[config.mk]
export PLATFORM = sky130hd
export DESIGN_NAME = rwg_top
export DESIGN_NICKNAME = d
export VERILOG_FILES = /design/src/logic/rwg_pkg.sv /design/src/logic/rwg_cfg_word.sv /design/src/logic/rwg_mode_decode.sv /design/src/logic/rwg_top.sv
export SDC_FILE = /design/constraint.sdc
export NUM_CORES = 1
export LEC_CHECK = 0
export BUFFER_PORTS_ARGS = -buffer_cell sky130_fd_sc_hd__clkbuf_2
export CORE_MARGIN = 5
export CORE_UTILIZATION = 50
export CTS_CLUSTER_SIZE = 20
export DETAILED_ROUTE_END_ITERATION = 12
export PLACE_DENSITY = 0.76
export SLEW_MARGIN = 20
export SYNTH_ARGS = -nofsm -noshare
export SYNTH_HDL_FRONTEND = slang
export SYNTH_SLANG_ARGS = --single-unit
[constraint.sdc]
create_clock -name core_clk_in -period 3.1 [get_ports core_clk_in]
set_input_delay 0.31 -clock core_clk_in [delete_from_list [all_inputs] [get_ports core_clk_in]]
set_output_delay 0.31 -clock core_clk_in [all_outputs]
set_load 0.005 [all_outputs]
[src/logic/rwg_pkg.sv]
// Package with register map, guard codes and reset values for the register write guard
// How it works
// - Protected mode ignores writes to every register except the guard and status registers.
// - Guard codes 0x00 through 0x84 mean protected mode.
// - Code 0x85 accepts all writes until the guard code changes.
// - Code 0x86 accepts one write, then the guard returns to protected.
package rwg_pkg;
    localparam logic [7:0] RWG_ADDR_W          = 8'h08;
    localparam logic [7:0] RWG_OFF_GUARD       = 8'h00;
    localparam logic [7:0] RWG_OFF_CFG0        = 8'h04;
    localparam logic [7:0] RWG_OFF_CFG1        = 8'h08;
    localparam logic [7:0] RWG_OFF_CFG2        = 8'h0C;
    localparam logic [7:0] RWG_OFF_CFG3        = 8'h10;
    localparam logic [7:0] RWG_OFF_STATUS      = 8'h14;
    localparam int         RWG_NUM_CFG         = 4;
    localparam logic [7:0] RWG_GUARD_RESET     = 8'h85;
    localparam logic [7:0] RWG_CODE_PROT_MAX   = 8'h84;
    localparam logic [7:0] RWG_CODE_FULL       = 8'h85;
    localparam logic [7:0] RWG_CODE_SINGLE     = 8'h86;
    localparam logic [7:0] RWG_CODE_PROTECT    = 8'h00;
    localparam logic [31:0] RWG_CFG_RESET      = 32'h00000000;
    typedef enum logic [1:0] {
        RWG_MODE_PROTECTED,
        RWG_MODE_FULL,
        RWG_MODE_SINGLE
    } rwg_mode_type;
endpackage : rwg_pkg

[src/logic/rwg_cfg_word.sv]
// One guarded 32-bit configuration word with byte enables
`timescale 1ns/1ns
`default_nettype none
module rwg_cfg_word
    import rwg_pkg::*;
(
    input  wire logic         core_clk_in,
    input  wire logic         sys_rst_in,
    input  wire logic         wr_in,
    input  wire logic [3:0]   sel_in,
    input  wire logic [31:0]  data_in,
    output logic [31:0]       word_out
);
    typedef struct packed {
        logic [31:0] word;
    } rwg_word_state_type;
    rwg_word_state_type st;
    rwg_word_state_type next_st;

    // Byte lanes update only on an accepted write
    always_comb begin
        next_st = st;
        for (int b = 0; b < 4; b++) begin
            if (wr_in && sel_in[b]) begin
                next_st.word[b*8 +: 8] = data_in[b*8 +: 8];
            end
        end
    end

    always_ff @(posedge core_clk_in) begin
        if (sys_rst_in) begin
            st.word <= RWG_CFG_RESET;
        end else begin
            st <= next_st;
        end
    end
    assign word_out = st.word;
endmodule : rwg_cfg_word
`default_nettype wire

[src/logic/rwg_mode_decode.sv]
// Guard code to mode decoder
`timescale 1ns/1ns
`default_nettype none
module rwg_mode_decode
    import rwg_pkg::*;
(
    input  wire logic [7:0]   code_in,
    output rwg_mode_type      mode_out
);
    // Only two codes unlock; everything else protects
    always_comb begin
        if (code_in == RWG_CODE_FULL) begin
            mode_out = RWG_MODE_FULL;
        end else if (code_in == RWG_CODE_SINGLE) begin
            mode_out = RWG_MODE_SINGLE;
        end else begin
            mode_out = RWG_MODE_PROTECTED;
        end
    end
endmodule : rwg_mode_decode
`default_nettype wire

[src/logic/rwg_top.sv]
// Register write guard with a Wishbone slave and four guarded configuration words
//
// Added by the designer: the register addresses and the Wishbone slave port.
`timescale 1ns/1ns
`default_nettype none
module rwg_top
    import rwg_pkg::*;
(
    input  wire logic         core_clk_in,
    input  wire logic         sys_rst_in,
    input  wire logic         wb_cyc_in,
    input  wire logic         wb_stb_in,
    input  wire logic         wb_we_in,
    input  wire logic [7:0]   wb_adr_in,
    input  wire logic [3:0]   wb_sel_in,
    input  wire logic [31:0]  wb_dat_in,
    output logic [31:0]       wb_dat_out,
    output logic              wb_ack_out,
    output logic              wb_err_out,
    output logic [31:0]       cfg0_out,
    output logic [31:0]       cfg1_out,
    output logic [31:0]       cfg2_out,
    output logic [31:0]       cfg3_out,
    output rwg_mode_type      mode_out
);
    typedef struct packed {
        logic [7:0]  guard;
        logic        ack;
        logic        err;
        logic [31:0] rdata;
        logic        blocked;
        logic [7:0]  blocked_count;
    } rwg_state_type;

    rwg_state_type st;
    rwg_state_type next_st;
    rwg_mode_type  mode;
    logic [31:0]   cfg [RWG_NUM_CFG];
    logic [RWG_NUM_CFG-1:0] cfg_wr;
    logic          req;
    logic          wr_req;
    logic          hit_guard;
    logic          hit_status;
    logic [RWG_NUM_CFG-1:0] hit_cfg;
    logic          mapped;
    logic          cfg_hit_any;
    logic          allow;

    rwg_mode_decode u_decode (
        .code_in  (st.guard),
        .mode_out (mode)
    );

    // New request only while no answer is out, so each access acts once
    assign req    = wb_cyc_in && wb_stb_in && !st.ack && !st.err;
    assign wr_req = req && wb_we_in;

    // Address decode
    assign hit_guard  = (wb_adr_in == RWG_OFF_GUARD);
    assign hit_status = (wb_adr_in == RWG_OFF_STATUS);
    assign hit_cfg[0] = (wb_adr_in == RWG_OFF_CFG0);
    assign hit_cfg[1] = (wb_adr_in == RWG_OFF_CFG1);
    assign hit_cfg[2] = (wb_adr_in == RWG_OFF_CFG2);
    assign hit_cfg[3] = (wb_adr_in == RWG_OFF_CFG3);
    assign cfg_hit_any = |hit_cfg;
    assign mapped      = hit_guard || hit_status || cfg_hit_any;

    // Writes to guarded words pass only in an unlocked mode
    assign allow  = (mode != RWG_MODE_PROTECTED);
    assign cfg_wr = (wr_req && allow) ? hit_cfg : '0;

    generate
        for (genvar i = 0; i < RWG_NUM_CFG; i++) begin : g_cfg
            rwg_cfg_word u_word (
                .core_clk_in (core_clk_in),
                .sys_rst_in  (sys_rst_in),
                .wr_in       (cfg_wr[i]),
                .sel_in      (wb_sel_in),
                .data_in     (wb_dat_in),
                .word_out    (cfg[i])
            );
        end
    endgenerate

    // Bus answer, guard update and single-shot re-arm
    always_comb begin
        next_st     = st;
        next_st.ack = 1'b0;
        next_st.err = 1'b0;
        if (req) begin
            next_st.ack = mapped;
            next_st.err = !mapped;
            next_st.rdata = 32'h00000000;
            if (hit_guard) begin
                next_st.rdata = {24'h000000, st.guard};
            end else if (hit_status) begin
                next_st.rdata = {15'h0000, st.blocked, st.blocked_count, 6'h00, mode};
            end else begin
                for (int i = 0; i < RWG_NUM_CFG; i++) begin
                    if (hit_cfg[i]) begin
                        next_st.rdata = cfg[i];
                    end
                end
            end
        end
        // Single mode closes after one accepted guarded write
        if (wr_req && cfg_hit_any && (mode == RWG_MODE_SINGLE)) begin
            next_st.guard = RWG_CODE_PROTECT;
        end
        // Guard itself writable in every mode; a direct write wins over re-arm
        if (wr_req && hit_guard && wb_sel_in[0]) begin
            next_st.guard = wb_dat_in[7:0];
        end
        // Sticky note of refused writes, cleared by writing status
        if (wr_req && hit_status) begin
            next_st.blocked       = 1'b0;
            next_st.blocked_count = 8'h00;
        end
        if (wr_req && cfg_hit_any && !allow) begin
            next_st.blocked = 1'b1;
            if (st.blocked_count != 8'hFF) begin
                next_st.blocked_count = st.blocked_count + 8'h01;
            end
        end
    end

    always_ff @(posedge core_clk_in) begin
        if (sys_rst_in) begin
            st.guard         <= RWG_GUARD_RESET;
            st.ack           <= 1'b0;
            st.err           <= 1'b0;
            st.rdata         <= 32'h00000000;
            st.blocked       <= 1'b0;
            st.blocked_count <= 8'h00;
        end else begin
            st <= next_st;
        end
    end

    assign wb_ack_out = st.ack;
    assign wb_err_out = st.err;
    assign wb_dat_out = st.rdata;
    assign cfg0_out   = cfg[0];
    assign cfg1_out   = cfg[1];
    assign cfg2_out   = cfg[2];
    assign cfg3_out   = cfg[3];
    assign mode_out   = mode;
endmodule : rwg_top
`default_nettype wire

* After elaboration in Yosys (flattened, before gate mapping)
Cells that the tools add are included.
** Operators by class
- Add/subtract/negate cells :: 1
- $mul :: 0
- Div/mod/pow operators :: 0
- Order comparisons :: 0
- Equality and inequality tests :: 9
- Shifts and indexed selects :: 0
- Multiplexer cells :: 14
- Bitwise gates (word level) :: 1
- Reduce and logical (&&, ||, !) cells :: 39
** Operators by type and width (number)
- $mux 32 :: 6
- $logic_and 1x1->1 :: 27
- $mux 8 :: 3
- $mux 9 :: 2
- $eq 8x4->1 const B :: 2
- $eq 8x5->1 const B :: 2
- $eq 8x8->1 const B :: 2
- $add 8x1->8 const B :: 1
- $eq 8x3->1 const B :: 1
- $logic_not 8->1 :: 1
- $ne 8x8->1 const B :: 1
- $reduce_bool 2->1 :: 3
- $logic_not 1->1 :: 4
- $mux 2 :: 2
- $mux 4 :: 1
- $reduce_or 4->1 :: 1
- $eq 2x2->1 const B :: 1
- $logic_or 1x1->1 :: 2
- $reduce_or 2->1 :: 1
- $not 1->1 :: 1
** Storage, ports and cells
- Register bits :: 179
- Latch bits :: 0
- Memory bits (writable) :: 0
- Memory bits (read-only) :: 0
- Output and inout bits :: 164
- Logic and storage cells :: 86
- Memories kept :: 0

* Depth between registers and ports, before layout
Gate-level depths: netlist of the first run.
- Depth after elaboration :: 8
- Mapped depth :: 9

* Hierarchy
A second synthesis of the first run with hierarchy kept.
** Second synthesis, totals
- Cell total of the unflattened synthesis :: 1032
- Area total of the unflattened synthesis :: 9308.9 µm²
** By module, submodules not included
- rwg_cfg_word :: times used 4, cells an instance 146, area each 1463.9 µm², sequential area each 640.6 µm²
- rwg_top :: times used 1, cells an instance 443, area each 3412.0 µm², sequential area each 1021.0 µm²
- rwg_mode_decode :: times used 1, cells an instance 5, area each 41.3 µm², sequential area each 0.0 µm²

* Worst setup path after synthesis of the first run
No wires, ideal clock.
- Path kind :: input to register
- Start point :: in wb_adr_in[4]
- End point :: reg st[1] in the netlist's numbering
- Data arrival time :: 1.821 ns
- Data required time :: 2.985 ns
- Slack :: 1.165 ns
- Stages on the path :: 6
- Cell sequence :: buf_2 > or3b_4 > a2111o_1 > nor3_4 > and3b_1 > o21a_1
** On the way
- Longest elaborated chain between the ends :: 5
- Elaborated cells between the ends (all ways) :: 12
- Those cells by class :: eq/ne: 5; mux: 3; reduce/logical: 4
** Ends and longest elaborated chain
- from (decl) :: RTL line rwg_top.sv:14 : input wire logic [7:0] wb_adr_in,
- $eq 8x5->1, or another cell as far along :: RTL line rwg_top.sv:60 : assign hit_status = (wb_adr_in == RWG_OFF_STATUS);
- $logic_and 1x1->1 or $reduce_or 4->1 (tied branches) :: RTL line rwg_top.sv:115, rwg_top.sv:65
- $mux 9 or $logic_and 1x1->1 (tied branches) :: RTL line rwg_top.sv:115, rwg_top.sv:119
- $mux 8 or $logic_and 1x1->1 (tied branches) :: RTL line rwg_top.sv:121, rwg_top.sv:119
- $mux 9 * :: RTL line rwg_top.sv:119 : if (wr_req && cfg_hit_any && !allow) begin
- to (signal assigned) :: RTL line rwg_top.sv:136 : st <= next_st;
- to (decl) :: RTL line rwg_top.sv:35 : rwg_state_type st;
Mark *: on every way between the ends. The rest lies on a longest branch, timed or not. The select of a mux whose other input is x is not followed.
A chain may end at the register's enable or synchronous reset.

* Worst setup path after layout of the first run
- Start point :: reg st (netlist bit wb_err_out)
- End point :: reg g_cfg[3].u_word.st (netlist bit g_cfg[3].u_word.word_out[2])
** On the way
- Longest elaborated chain between the ends :: 6
** Ends and longest elaborated chain
- $logic_not 1->1 :: RTL line rwg_top.sv:55 : assign req = wb_cyc_in && wb_stb_in && !st.ack && !st.err;
- $logic_and 1x1->1 :: RTL line rwg_top.sv:55
- $logic_and 1x1->1 :: RTL line rwg_top.sv:56 : assign wr_req = req && wb_we_in;
- $logic_and 1x1->1 :: RTL line rwg_top.sv:70 : assign cfg_wr = (wr_req && allow) ? hit_cfg : '0;
- $mux 4 :: RTL line rwg_top.sv:70
- $logic_and 1x1->1 :: RTL line rwg_cfg_word.sv:24 : if (wr_in && sel_in[b]) begin
- to (signal assigned) :: RTL line rwg_cfg_word.sv:34 : st <= next_st;
- to (decl) :: RTL line rwg_cfg_word.sv:17 : rwg_word_state_type st;
Every way passes these cells.

==> results of run 1 <==
## cells in the mapped netlist (all sizes together), types with 2 or more instances
| cell type | count |
|---|---|
| nor4bb | 2 |
| or3 | 2 |
| o211ai | 9 |
| buf | 51 |
| a31o | 4 |
| a21oi | 25 |
| nor3 | 5 |
| mux2 | 13 |
| a22oi | 19 |
| nand2 | 51 |
| nand4 | 18 |
| o22ai | 11 |
| o21a | 3 |
| nor2b | 7 |
| o32ai | 5 |
| nand3b | 5 |
| nand3 | 27 |
| o31ai | 19 |
| a211oi | 12 |
| nor3b | 2 |
| and3 | 6 |
| a211o | 2 |
| o21ai | 29 |
| inv | 10 |
| clkbuf | 40 |
| nor2 | 157 |
| mux2i | 109 |
| a22o | 11 |
| a221oi | 10 |
| dfxtp | 179 |
## metal layers
layer,part of all wire (%),vias to the layer above,GRT usage (%)
met2,46,302,39.5
li1,-,3374,-
met1,43,3387,33.0
met4,2.6,0,8.40
met3,8.4,44,6.99
met5,0,-,0
## placed cells by master, fill, tap and decap left out, drive strengths merged, types with 10 or more instances in the layout
cell type and instances:
o31ai 19, nor2 157, o22ai 11, a21oi 25, a22o 11, a211oi 12
clkbuf 229, nand2 51, buf 17, a221oi 10, nand3 27, o21ai 29
mux2i 109, mux2 13, dfxtp 179, a22oi 19, nand4 18, inv 13
## kinds of logic (layout without fill, tap and decap cells)
family                     count (synthesis)  after routing
muxes                                    122            122
DFF                                      179            179
xor gates and xnor gates                   1              1
AOI/OAI and AO/OA                        165            165
buffers and inverters                    101            268
and+or+nand+nor                          293            293
adders and majority gates                  1              1
## state kept, by name, summed over array words and instances (netlist names)
register	flops
st	17
wb_dat_out	32
wb_ack_out	1
wb_err_out	1
g_cfg.u_word.word_out	128
## path summary, 6_finish.rpt
kind	slack [ns]	start	endpoint
max reg2reg	0.67	wb_err_out$_SDFF_PP0_	g_cfg[3].u_word.word_out[2]$_SDFFE_PP0P_
max	0.67	wb_err_out$_SDFF_PP0_	g_cfg[3].u_word.word_out[2]$_SDFFE_PP0P_
min reg2reg	0.44	wb_dat_out[15]$_SDFFE_PP0N_	wb_dat_out[15]$_SDFFE_PP0N_
min	0.17	wb_dat_in[18]	g_cfg[0].u_word.word_out[18]$_SDFFE_PP0P_
## cell type report
class	count	area, um^2
Inverter	10	37.5
Clock buffer	18	439
Fill cell	1383	6230
Tap cell	216	270
Sequential cell	179	3580
Multi-Input combinational cell	582	3900
Timing Repair Buffer	228	1200
Clock inverter	12	179
## worst reg2reg max path, cell delays in order, from the launching register on
cell	delay, ns
dfxtp_1	0.35
nand4bb_1	0.44
nor2_2	0.18
buf_4	0.35
nand4_1	0.59
mux2i_1	0.33
nor2_1	0.07
## stage by stage
step                      cells  setup slack, ns  hold WS (ns)  util (%)
after floorplan             862             1.16         0.417         -
after global placement     1215            0.624         0.424      56.8
after detailed placement   1215            0.594         0.430      56.8
after CTS                  1245            0.691         0.155      60.7
after global routing       1245            0.458         0.168      60.7
final                      1245            0.668         0.166      60.7
## report_power, final
group / internal (mW) / switching, mW / leakage [nW]
clock: 1.37 / 0.910 / 0.295
sequential: 2.30 / 0.00235 / 1.44
combinational: 0.0537 / 0.143 / 3.04
total: 3.72 / 1.05 / 4.78
==> metrics, run 1 <==
relative slew slack=43.6%; achievable frequency=411 MHz; Core Box Area=0.0158 mm^2; WP data arrival=2.73 ns; Startpoint Class=flip-flop; die height=137 um; Layout area overhead=19.8%; Initial DRC Count=587; antenna-violating nets left=0; Final Slew Violations=0; Largest stage delay, worst path=0.58 ns; count of cell types in the netlist=59; Synth top area share=44.7%; Critical Path RT=3.40 ns; Post-Synth Adder-Cell Area=0.156%; # nets final=1068; Ports=213; cts hold-fix bufs=0; drt pass-1 iters=5; Synth area leader=dfxtp_1; largest net degree at the start of global routing=83; DIE AREA=0.0187 mm^2; Clock Latency Late Sink=0.43 ns; min-delay worst type=primary input to flip-flop; Main synth FF type=dfxtp_1; total number of vias=7107; CP max-delay cell=nand4_1; post-route cell area=0.00960 mm^2; post-synthesis sequential element count=179; worst-path cell chain=nand4bb_1 > nor2_2 > buf_4 > nand4_1 > mux2i_1 > nor2_1; crit path kind=flip-flop to flip-flop; CP Max Fanout=20; PwrDens=497 mW/mm^2; synth warn=0; Final Skew=0.00727 ns; CTS tree=done; main area contributors after synthesis=dfxtp_1, mux2i_1, nor2_1; Fin. Hold Viols=0; IO buf count=212; largest family of logic cells by synthesized area=simple AND/OR/NAND/NOR gates; maximum VDD drop=0.378 mV; Initial Util=50.7%; first-pass GRT wire length=36500 um; simple-gate share of the synthesized area=18.4%; WL/cell=18.8 um; Post-CTS Setup Bufs=0; min cycle time layout=2.43 ns; clk sinks=179; root buf cell=clkbuf_16; Avg Cell Area, Syn=9.30 um^2; mux share of post-synthesis cell area=15.4%; Num CTS Buffers=17; via/cell ratio=5.71; cts repair resizes=0; dpl cell area=0.00898 mm^2; Syn Inst Count=862; FFs w/ async S/R, synth=0%; GRT Resource Usage Total=25.0%; vias in the first global route=6823; Die Wd=137 um; Post-synth EDFFs=0; post-synth net total=912; HPWL after DPL=16900 um; worst reg2reg path depth=6; complex-gate fraction of the synthesized area=14.3%; status=finished, final reports clean; # diodes=0; layout cells sized above 1=29.0%; initial antenna violation count=0; CP Depth=6; Pleak=4.78 nW; overall power=4.78 mW; Final GP Congestion=0.906; Synth Area in XOR/XNOR=0.109%; Worst path top cell family by delay=simple AND/OR/NAND/NOR gates; register area share after synthesis=44.7%; WHS Path Cells=3; row cnt=46; unrepaired setup endpoints after global routing=no; setup TNS=0 ns; CP endpoint kind=flip-flop; period utilization=78.5%; H-Tree Depth=4; cell area after synthesis=0.00802 mm^2; final setup fails=0; total wire length=23400 um; drt drc=0; clk buf depth=2; Slew @ Worst Pin=0.846 ns; max cap viols=0; Reg clk slew, reported paths=0.07 ns; Buf+Inv Stages, Crit Path=1; grt ovf=0
No activity file was read; power rests on OpenSTA's default activity.
==> inputs of run 2 (changes only) <==
clock period = 2.3 ns   (was 3.1 ns; I/O delays follow)
==> run 2 against run 1 <==
Net effect:
- first-iteration DRC count grew 21%
- sequential power grew 35%
- worst setup slack lost 0.56 ns
- critical path depth shrank 2
- non-clock buffer count grew 18
- core utilization grew 0.94 points
- flip-flop and latch count is the same
- via count grew 0.87%
==> metrics, run 2 (synthesized netlist as in run 1, its figures left out) <==
HPWL after DPL=17500 um; final setup fails=0; FF-to-FF Start=st[50]$_SDFFE_PP1P_; Layout area overhead=21.6%; Die Wd=137 um; commonest non-fill, non-tap cell in the layout=clkbuf_2; Pleak=4.87 nW; clk sinks=179; Num CTS Buffers=17; achievable frequency=456 MHz; CP max-delay cell=nor4bb_1; max cap viols=0; Crit Reg-Reg Endpoint=g_cfg[1].u_word.word_out[16]$_SDFFE_PP0P_; Ports=213; Initial DRC Count=712; # nets final=1086; worst hold endpoint=g_cfg[3].u_word.word_out[18]$_SDFFE_PP0P_; period utilization=95.3%; Core Box Area=0.0158 mm^2; initial antenna violation count=0; Clock Latency Late Sink=0.43 ns; IO buf count=212; Initial Util=50.7%; Reg area=0.00358 mm^2; largest net degree at the start of global routing=95; layout cells sized above 1=30.4%; row cnt=46; WP data arrival=1.96 ns; relative slew slack=35.2%; # fillers=1337; antenna-violating nets left=0; GRT Resource Usage Total=25.5%; Critical Path RT=2.07 ns; DIE AREA=0.0187 mm^2; Placed Instances=1233; total number of vias=7169; root buf cell=clkbuf_16; CP Max Fanout=3; vias in the first global route=6833; min-delay worst type=primary input to flip-flop; Largest stage delay, worst path=0.42 ns; Largest register FFs=128; clk buf depth=2; Fin. Hold Viols=0; PwrDens=652 mW/mm^2; CTS tree=done; min cycle time layout=2.19 ns; first-pass GRT wire length=37100 um; Startpoint Class=flip-flop; Final GP Congestion=0.901; hold_sp=wb_dat_in[18]; WHS Path Cells=3; worst reg2reg path depth=6; Post-CTS Setup Bufs=0; fin cells=1265; Slew @ Worst Pin=0.972 ns; grt ovf=0; Final Skew=0.00668 ns; via/cell ratio=5.67; status=finished, final reports clean; multi-input logic area=0.00391 mm^2; CP endpoint kind=output pin; drt pass-1 iters=5; WL/cell=18.8 um; reg2reg setup slack=0.15 ns; maximum VDD drop=0.499 mV; Reg clk slew, reported paths=0.07 ns; H-Tree Depth=4; total wire length=23800 um; setup TNS=0 ns; die height=137 um; # diodes=0; most frequent cells in the layout=clkbuf_2, dfxtp_1, nor2_1, mux2i_1, nand2_1; worst-path cell chain=nor4bb_1 > nand2_1 > nor3b_1 > clkbuf_2; crit path kind=flip-flop to output pin; Final Slew Violations=0; cts hold-fix bufs=0; drt drc=0
-- run 2: what timing repair did --
action	CTS	global route
setup endpoints to repair	0	2
hold endpoints to repair	0	0
gates resized for setup	0	2
-- run 2: where the power goes --
| group | switching (mW) | internal (mW) | total, mW |
|---|---|---|---|
| combinational | 0.196 | 0.0803 | 0.276 |
| clock | 1.26 | 1.72 | 2.98 |
| sequential | 0.00312 | 3.10 | 3.10 |
-- run 2: area by class of cell --
cell class	count	area share (%)
clock buffer	17	4.36
clock inverter	15	1.85
inverter	10	0.385
multi-input combinational	582	40.1
sequential	179	36.8
tap	216	2.77
timing repair buffer	246	13.8
-- run 2: stage by stage --
step | setup slack, ns | total power, mW | hold slack [ns] | utilization, % | instance area (um^2)
floorplan | 0.426 | 3.31 | 0.352 | - | 8020
global placement | 0.163 | 3.45 | 0.425 | 57.7 | 9130
detailed placement | 0.114 | 3.45 | 0.429 | 57.7 | 9130
CTS | 0.137 | 6.40 | 0.0790 | 61.5 | 9740
global route | -0.0152 | 6.54 | 0.0866 | 61.6 | 9750
finish | 0.109 | 6.36 | 0.0875 | 61.6 | 9750
-- run 2: worst max-delay path by stage --
stage / cells after the start / slack [ns] / end / from
final: 4 / 0.11 / mode_out[0] / st[50]$_SDFFE_PP1P_
after global placement: 6 / 0.16 / g_cfg[0].u_word.word_out[16]$_SDFFE_PP0P_ / wb_adr_in[1]
after CTS: 4 / 0.14 / mode_out[1] / st[50]$_SDFFE_PP1P_
after global routing: 4 / -0.02 / mode_out[0] / st[50]$_SDFFE_PP1P_
after floorplan: 7 / 0.43 / g_cfg[0].u_word.word_out[15]$_SDFFE_PP0P_ / st[50]$_SDFFE_PP1P_
after detailed placement: 6 / 0.11 / g_cfg[0].u_word.word_out[22]$_SDFFE_PP0P_ / wb_adr_in[1]
-- run 2: layer usage --
metal	vias to the layer above	part of all wire [%]	global-route usage, %
li1	3410	-	-
met1	3414	44	35.5
met2	301	45	38.5
met3	44	8.3	6.62
met4	0	2.2	8.57
met5	-	0	0
-- run 2: worst max-delay path, delay by kind of cell (launching register included) --
| family | cells | cell delay, ns |
|---|---|---|
| and+or+nand+nor | 3 | 0.99 |
| DFF | 1 | 0.36 |
| buffers and inverters | 1 | 0.19 |
